`src/core/pfs_pkg.sv`:
```
// Constants shared by the fault status register bank
package pfs_pkg;

  // Command codes answered or acted on by this block
  localparam logic [7:0] CMD_CLEAR_FAULTS   = 8'h03;
  localparam logic [7:0] CMD_OUT_CURR_STAT  = 8'h7b;
  localparam logic [7:0] CMD_IN_VOLT_STAT   = 8'h7c;
  localparam logic [7:0] CMD_TEMP_STAT      = 8'h7d;

  // Limit commands that set the comparator thresholds elsewhere
  localparam logic [7:0] CMD_VIN_OV_FLT_LIM = 8'h55;
  localparam logic [7:0] CMD_VIN_OV_WRN_LIM = 8'h57;
  localparam logic [7:0] CMD_VIN_UV_WRN_LIM = 8'h58;
  localparam logic [7:0] CMD_VIN_OFF_LIM    = 8'h36;
  localparam logic [7:0] CMD_OT_FLT_LIM     = 8'h4f;
  localparam logic [7:0] CMD_OT_WRN_LIM     = 8'h51;

  // Bit positions inside the output current status byte
  localparam int OCS_OC_FAULT_BIT   = 7;
  localparam int OCS_OC_WARN_BIT    = 5;
  localparam int OCS_OP_WARN_BIT    = 0;

  // Bit positions inside the input voltage status byte
  localparam int IVS_OV_FAULT_BIT   = 7;
  localparam int IVS_OV_WARN_BIT    = 6;
  localparam int IVS_UV_WARN_BIT    = 5;
  localparam int IVS_UV_FAULT_BIT   = 4;
  localparam int IVS_LOCKOUT_BIT    = 3;

  // Bit positions inside the temperature status byte
  localparam int TMS_OT_FAULT_BIT   = 7;
  localparam int TMS_OT_WARN_BIT    = 6;
  localparam int TMS_DIE_OT_BIT     = 0;

  // Slots of the sticky bit bank
  localparam int SLOT_OC_FAULT      = 0;
  localparam int SLOT_OC_WARN       = 1;
  localparam int SLOT_OP_WARN       = 2;
  localparam int SLOT_OV_FAULT      = 3;
  localparam int SLOT_OV_WARN       = 4;
  localparam int SLOT_UV_WARN       = 5;
  localparam int SLOT_UV_FAULT      = 6;
  localparam int SLOT_OT_FAULT      = 7;
  localparam int SLOT_OT_WARN       = 8;
  localparam int SLOT_DIE_OT        = 9;
  localparam int NUM_SLOTS          = 10;

  // Reset values
  localparam logic [NUM_SLOTS-1:0] SLOTS_RESET = 10'h000;
  localparam logic [7:0]           BYTE_RESET  = 8'h00;

endpackage

```
`src/core/pfs_latch_if.sv`:
```
// Interface joining the status logic to its sticky bit bank
`timescale 1ns/10ps
`default_nettype none

interface pfs_latch_if #(
  parameter int W = 10
);
  logic [W-1:0] cond;     // Condition levels, high while present
  logic [W-1:0] clear;    // Clear request per bit
  logic [W-1:0] latched;  // Sticky bit state

  // Side that feeds conditions and reads the bits
  modport owner (output cond, output clear, input latched);
  // Side that holds the bits
  modport bank  (input cond, input clear, output latched);
endinterface

`default_nettype wire

```
`src/core/pfs_latch_bank.sv`:
```
// Bank of sticky status bits, set by a condition and cleared on command
`timescale 1ns/10ps
`default_nettype none

module pfs_latch_bank
  import pfs_pkg::*;
#(
  parameter int W = pfs_pkg::NUM_SLOTS
) (
  input  wire logic  mclk_i,   // System clock
  input  wire logic  reset_i,  // Asynchronous reset, active high
  pfs_latch_if.bank  lat       // Conditions, clears and bit state
);

  logic [W-1:0] bit_reg;

  ////////////////////////////////////////////////////////////////////////////
  // One flop per bit; a present condition outweighs a clear in the same cycle
  genvar g;
  generate
    for (g = 0; g < W; g++) begin : g_bit
      always_ff @(posedge mclk_i or posedge reset_i) begin
        if (reset_i) begin
          bit_reg[g] <= 1'b0;
        end else if (lat.cond[g]) begin
          bit_reg[g] <= 1'b1;
        end else if (lat.clear[g]) begin
          bit_reg[g] <= 1'b0;
        end
      end
    end
  endgenerate

  // Bits are visible straight from the flops
  assign lat.latched = bit_reg;

endmodule

`default_nettype wire

```
`src/core/pfs_status_regs.sv`:
```
// Output current, input voltage and temperature fault status registers
`timescale 1ns/10ps
`default_nettype none

module pfs_status_regs
  import pfs_pkg::*;
(
  input  wire logic       mclk_i,                          // Clock
  input  wire logic       reset_i,                         // Async reset
  // Comparator results, high while the condition holds
  input  wire logic       oc_fault_trip_i,                 // Total OCP
  input  wire logic       oc_warn_trip_i,                  // Total OC warn
  input  wire logic       output_overpower_warning_flag_i, // OP warning
  input  wire logic       vin_ov_fault_trip_i,             // Above OV fault
  input  wire logic       vin_ov_warn_trip_i,              // Above OV warn
  input  wire logic       vin_uv_warn_trip_i,              // Below UV warn
  input  wire logic       vin_below_off_i,                 // Below turn-off
  input  wire logic       ot_fault_trip_i,                 // Above OT fault
  input  wire logic       ot_warn_trip_i,                  // Above OT warn
  input  wire logic       die_overheat_flag_i,             // Die overheat
  // Decoded command from the serial front end
  input  wire logic       cmd_valid_i,                     // Command strobe
  input  wire logic       cmd_read_i,                      // 1 read, 0 write
  input  wire logic [7:0] cmd_code_i,                      // Command code
  input  wire logic [7:0] cmd_data_i,                      // Write data
  // Answer to the front end
  output logic            rsp_valid_o,                     // Answer strobe
  output logic            rsp_known_o,                     // Code handled
  output logic [7:0]      rsp_data_o,                      // Read byte
  output logic            input_lockout_live_flag_o        // Live lockout
);

  import pfs_pkg::*;

  ////////////////////////////////////////////////////////////////////////////
  // Decoding helpers

  // True for the three status read codes handled here
  function automatic logic is_status_code(input logic [7:0] code);
    is_status_code = (code == CMD_OUT_CURR_STAT) ||
                     (code == CMD_IN_VOLT_STAT)  ||
                     (code == CMD_TEMP_STAT);
  endfunction

  // Assemble the byte returned for a status code
  function automatic logic [7:0] status_byte(
    input logic [7:0]           code,
    input logic [NUM_SLOTS-1:0] s,
    input logic                 live
  );
    logic [7:0] b;
    b = BYTE_RESET;
    if (code == CMD_OUT_CURR_STAT) begin
      b[OCS_OC_FAULT_BIT] = s[SLOT_OC_FAULT];
      b[OCS_OC_WARN_BIT]  = s[SLOT_OC_WARN];
      b[OCS_OP_WARN_BIT]  = s[SLOT_OP_WARN];
    end else if (code == CMD_IN_VOLT_STAT) begin
      b[IVS_OV_FAULT_BIT] = s[SLOT_OV_FAULT];
      b[IVS_OV_WARN_BIT]  = s[SLOT_OV_WARN];
      b[IVS_UV_WARN_BIT]  = s[SLOT_UV_WARN];
      b[IVS_UV_FAULT_BIT] = s[SLOT_UV_FAULT];
      b[IVS_LOCKOUT_BIT]  = live;
    end else if (code == CMD_TEMP_STAT) begin
      b[TMS_OT_FAULT_BIT] = s[SLOT_OT_FAULT];
      b[TMS_OT_WARN_BIT]  = s[SLOT_OT_WARN];
      b[TMS_DIE_OT_BIT]   = s[SLOT_DIE_OT];
    end
    status_byte = b;
  endfunction

  ////////////////////////////////////////////////////////////////////////////
  // Sticky bit bank

  pfs_latch_if #(.W(NUM_SLOTS)) lat_if ();

  pfs_latch_bank #(
    .W       (NUM_SLOTS)
  ) u_bank (
    .mclk_i  (mclk_i),
    .reset_i (reset_i),
    .lat     (lat_if.bank)
  );

  ////////////////////////////////////////////////////////////////////////////
  // Condition wiring into the bank
  always_comb begin
    lat_if.cond                = '0;
    lat_if.cond[SLOT_OC_FAULT] = oc_fault_trip_i;
    lat_if.cond[SLOT_OC_WARN]  = oc_warn_trip_i;
    lat_if.cond[SLOT_OP_WARN]  = output_overpower_warning_flag_i;
    lat_if.cond[SLOT_OV_FAULT] = vin_ov_fault_trip_i;
    lat_if.cond[SLOT_OV_WARN]  = vin_ov_warn_trip_i;
    lat_if.cond[SLOT_UV_WARN]  = vin_uv_warn_trip_i;
    lat_if.cond[SLOT_UV_FAULT] = vin_below_off_i;
    lat_if.cond[SLOT_OT_FAULT] = ot_fault_trip_i;
    lat_if.cond[SLOT_OT_WARN]  = ot_warn_trip_i;
    lat_if.cond[SLOT_DIE_OT]   = die_overheat_flag_i;
  end

  ////////////////////////////////////////////////////////////////////////////
  // Command decode

  logic clear_cmd;
  logic status_rd;
  logic status_wr;
  logic known_cmd;

  // Only a write of the clear code clears; reads never touch the bank
  assign clear_cmd = cmd_valid_i && !cmd_read_i &&
                     (cmd_code_i == CMD_CLEAR_FAULTS);
  assign status_rd = cmd_valid_i && cmd_read_i &&
                     is_status_code(cmd_code_i);
  // Writes to the read-only bytes are accepted and dropped
  assign status_wr = cmd_valid_i && !cmd_read_i &&
                     is_status_code(cmd_code_i);
  assign known_cmd = clear_cmd || status_rd || status_wr;

  // Clear fans out to every sticky bit at once
  assign lat_if.clear = {NUM_SLOTS{clear_cmd}};

  ////////////////////////////////////////////////////////////////////////////
  // Answer strobe and known flag, one cycle after the command
  always_ff @(posedge mclk_i or posedge reset_i) begin
    if (reset_i) begin
      rsp_valid_o <= 1'b0;
      rsp_known_o <= 1'b0;
    end else begin
      rsp_valid_o <= cmd_valid_i;
      rsp_known_o <= known_cmd;
    end
  end

  // Read byte, sampled at the edge that takes the read; zero on any other command, held while idle
  always_ff @(posedge mclk_i or posedge reset_i) begin
    if (reset_i) begin
      rsp_data_o <= BYTE_RESET;
    end else if (status_rd) begin
      rsp_data_o <= status_byte(cmd_code_i, lat_if.latched,
                                vin_below_off_i);
    end else if (cmd_valid_i) begin
      rsp_data_o <= BYTE_RESET;
    end
  end

  // Live lockout mirror, no latching
  always_ff @(posedge mclk_i or posedge reset_i) begin
    if (reset_i) begin
      input_lockout_live_flag_o <= 1'b0;
    end else begin
      input_lockout_live_flag_o <= vin_below_off_i;
    end
  end

  // Write data is not stored by any status byte
  logic unused_wdata;
  assign unused_wdata = ^cmd_data_i;

endmodule

`default_nettype wire

```
`config.mk`:
```
export PLATFORM = sky130hd
export DESIGN_NAME = pfs_status_regs
export DESIGN_NICKNAME = d
export VERILOG_FILES = /design/src/core/pfs_pkg.sv /design/src/core/pfs_latch_if.sv /design/src/core/pfs_latch_bank.sv /design/src/core/pfs_status_regs.sv
export SDC_FILE = /design/constraint.sdc
export NUM_CORES = 1
export LEC_CHECK = 0
export ABC_CLOCK_PERIOD_IN_PS = 1690
export BUFFER_PORTS_ARGS = -buffer_cell sky130_fd_sc_hd__buf_2
export CORE_AREA = 2 2 45 47
export DETAILED_ROUTE_END_ITERATION = 10
export DIE_AREA = 0 0 47 49
export PLACE_DENSITY = 0.82
export SLEW_MARGIN = 20
export SYNTH_ARGS = -nofsm -noshare
export SYNTH_HDL_FRONTEND = slang
export SYNTH_SLANG_ARGS = --single-unit
```
`constraint.sdc`:
```
create_clock -name mclk_i -period 1.69 [get_ports mclk_i]
set_input_delay 0.338 -clock mclk_i [delete_from_list [all_inputs] [get_ports mclk_i]]
set_output_delay 0.338 -clock mclk_i [all_outputs]
set_load 0.02 [all_outputs]
```
==> results.sh <==
export IMPL_pwr_share_clk_pct=30.0
export IMPL_p_switching_uw=184
export IMPL_clock_skew_ns=0.000433
export IMPL_combPwrFrac_pct=10.0
export IMPL_clockBufferDepth=2
export IMPL_worst_pin_slew_ns=0.702
export IMPL_regArea_um2=475
export IMPL_gp_routability_congestion=0.808
export IMPL_slew_headroom_pct=53.2
export IMPL_die_y_um=49
export IMPL_detail_route_vias_per_cell=4.98
export IMPL_highest_layer="met4"
export IMPL_diodes=0
export IMPL_synthCells=64
export IMPL_ys_top_cells_by_count="19 x dfrtp_1, 10 x a21o_1, 5 x nand2_1"
export IMPL_postCtsSetupBuffers=0
export IMPL_coreArea_um2=1840
export IMPL_io_pin_count=41
export IMPL_htreeDepth=1
export IMPL_vias=612
export IMPL_finalSetupTns_ns=0
export IMPL_cp_slowest_cell="dfrtp_1"
export IMPL_peakVddDrop_mv=0.446
export IMPL_synth_seq_cells=19
export IMPL_die_area_um2=2300
export IMPL_path_class="reg -> out"
export IMPL_rsz0062_at_grt="false"
export IMPL_endpoint_kind="output port"
export IMPL_ys_warnings_count=0
export IMPL_clk_pin_slew_ns=0.10
export IMPL_wl_met2_um=754
export IMPL_grt_max_degree=20
export IMPL_syn_avg_cell_area_um2=12.8
export IMPL_cts_tree="done"
export IMPL_finalNetCount=127
export IMPL_leakage_uw=0.000473
export IMPL_final_hold_viol_count=0
export IMPL_die_w_um=47
export IMPL_met3_length_um=96
export IMPL_crit_arrival_ns=0.86
export IMPL_grt_pass1_wl_um=2820
export IMPL_critical_path_top_delay_family="flip-flops"
export IMPL_critical_path_cell_chain="buf_2"
export IMPL_start_util_pct=44.4
export IMPL_portBuffers=30
export IMPL_firstDrtPassIters=4
export IMPL_period_minus_slack_ns=1.19
export IMPL_period_share_pct=70.7
export IMPL_multi_input_area_um2=305
export IMPL_drt_wirelength_per_cell_um=12.5
export IMPL_grt_overflow_total=0
export IMPL_hold_buffers=0
export IMPL_synth_edf_count=0
export IMPL_p_sw_share_pct=24.1
export IMPL_synth_area_um2=818
export IMPL_synth_top_area_cell="dfrtp_1"
export IMPL_wl_met1_um=647
export IMPL_worstPathMaxFanout=2
export IMPL_yosysMostFrequentCell="dfrtp_1"
export IMPL_ys_top_cells_by_area="dfrtp_1 58%, a21o_1 9.2%, o2bb2ai_1 4.3%"
export IMPL_p_int_uw=579
export IMPL_drv_slew=0
export IMPL_power_density_nw_per_um2=758
export IMPL_status="finished clean"
export IMPL_drt_iter0_markers=10
export IMPL_worstSkewPairLatency_ns=0.30
export IMPL_synthDominantCellAreaShare_pct=58.1
export IMPL_num_fill_cells=185
export IMPL_drive_above_1_share_pct=38.5
export IMPL_grt_antenna_before_repair=0
export IMPL_grt_pass1_vias=655
export IMPL_holdWs_ns=0.134
export IMPL_fmax_ghz=0.837
export IMPL_synthArstFlopShare_pct=100
export IMPL_wl_um=1530
export IMPL_required_ns=1.35
export IMPL_hp_class="in -> async"
export IMPL_maxCapViolations=0
export IMPL_slowest_delay_ns=0.40
export IMPL_post_dp_hpwl_um=1200
export IMPL_ant_nets=0
export IMPL_synth_cell_type_count=24
export IMPL_seqPwrFrac_pct=60.1
export IMPL_cts_buffers=3
export IMPL_cts_resized=0
export IMPL_ys_flop_type="dfrtp_1"
export IMPL_drt_drc_violations_left=0
export IMPL_cts_root_buf="clkbuf_4"
export IMPL_syn_to_final_growth_pct=22.9
export IMPL_crit_path_start_kind="register"
export IMPL_cp_num_buf_inv=1
export IMPL_grt_use_total_pct=17.2
export IMPL_cts_sinks=19
export IMPL_yosysSeqAreaShare_pct=58.1
export IMPL_setup_violations=0
export IMPL_num_rows=16
## registers in the layout, summed over array words and instances (netlist names)
name / flops
input_lockout_live_flag_o: 1
rsp_data_o: 6
rsp_known_o: 1
rsp_valid_o: 1
u_bank.lat.latched: 10
## per-stage QoR
stage                     instance area (µm²)  util, %  total power (µW)  cells  setup slack (ns)
after floorplan                           822        -               508     65             0.515
after global placement                    980     53.2               541    119             0.257
after detailed placement                  980     53.2               544    119             0.226
after CTS                                1010     54.6               768    123             0.490
after global routing                     1010     54.6               792    123             0.449
final                                    1010     54.6               763    123             0.496
## power groups by stage
| stage | sequential (µW) | combinational, µW | clock, µW |
|---|---|---|---|
| CTS | 458 | 77.0 | 233 |
| finish | 458 | 75.9 | 229 |
| global route | 459 | 84.9 | 248 |
| global placement | 467 | 74.2 | 0 |
| detailed placement | 467 | 76.5 | 0 |
| floorplan | 471 | 36.6 | 0 |
## worst reg2reg max path: cells and delay by family, from the launching register on
family             cells  cell delay (ns)
and+or+nand+nor        1             0.17
AOI/OAI and AO/OA      2             0.25
DFF                    1             0.39
## cells by family (layout without fill, tap and decap cells)
logic type,after synthesis,count (layout),share of synthesized area [%]
AND/OR/NAND/NOR,15,15,12.1
AO/OA/AOI/OAI,21,21,23.1
buffers and inverters,7,38,5.04
other,1,2,0.458
flip-flops,19,19,58.1
multiplexers,1,1,1.22
## final timing paths
| path | startpoint | to | slack, ns | cells after the start |
|---|---|---|---|---|
| max | rsp_data_o[7]$_DFFE_PP0P_ | rsp_data_o[7] | 0.50 | 1 |
| min reg2reg | u_bank.lat.latched[4]$_DFFE_PP0P_ | u_bank.lat.latched[4]$_DFFE_PP0P_ | 0.48 | 1 |
| max in group asynchronous | reset_i | u_bank.lat.latched[9]$_DFFE_PP0P_ | 1.11 | 2 |
| max reg2reg | u_bank.lat.latched[2]$_DFFE_PP0P_ | rsp_data_o[0]$_DFFE_PP0P_ | 0.76 | 3 |
| min in group mclk_i | vin_below_off_i | input_lockout_live_flag_o$_DFF_PP0_ | 0.17 | 1 |
| min | reset_i | u_bank.lat.latched[8]$_DFFE_PP0P_ | 0.13 | 2 |
## cells in the final DEF, fill, tap and decap left out, types with 2 or more instances in the layout
| master | count |
|---|---|
| buf_2 | 30 |
| dfrtp_1 | 19 |
| a21o_1 | 10 |
| nand2_1 | 5 |
| inv_1 | 4 |
| o2bb2ai_1 | 4 |
| clkbuf_4 | 3 |
| and2b_1 | 2 |
| a22oi_1 | 2 |
| conb_1 | 2 |
## final cells by class
type / count / share of cell area (%)
Multi-Input combinational cell: 39 / 30.3
Inverter: 4 / 1.49
Timing Repair Buffer: 30 / 14.9
Clock buffer: 4 / 2.61
Tap cell: 27 / 3.36
Sequential cell: 19 / 47.3
## layer usage
layer / track usage (%) / vias to the layer above
li1: - / 294
met1: 22.2 / 289
met2: 26.7 / 25
met4: 8.33 / 0
met5: 0 / -
met3: 3.33 / 4
(Power assumes the default switching activity.)
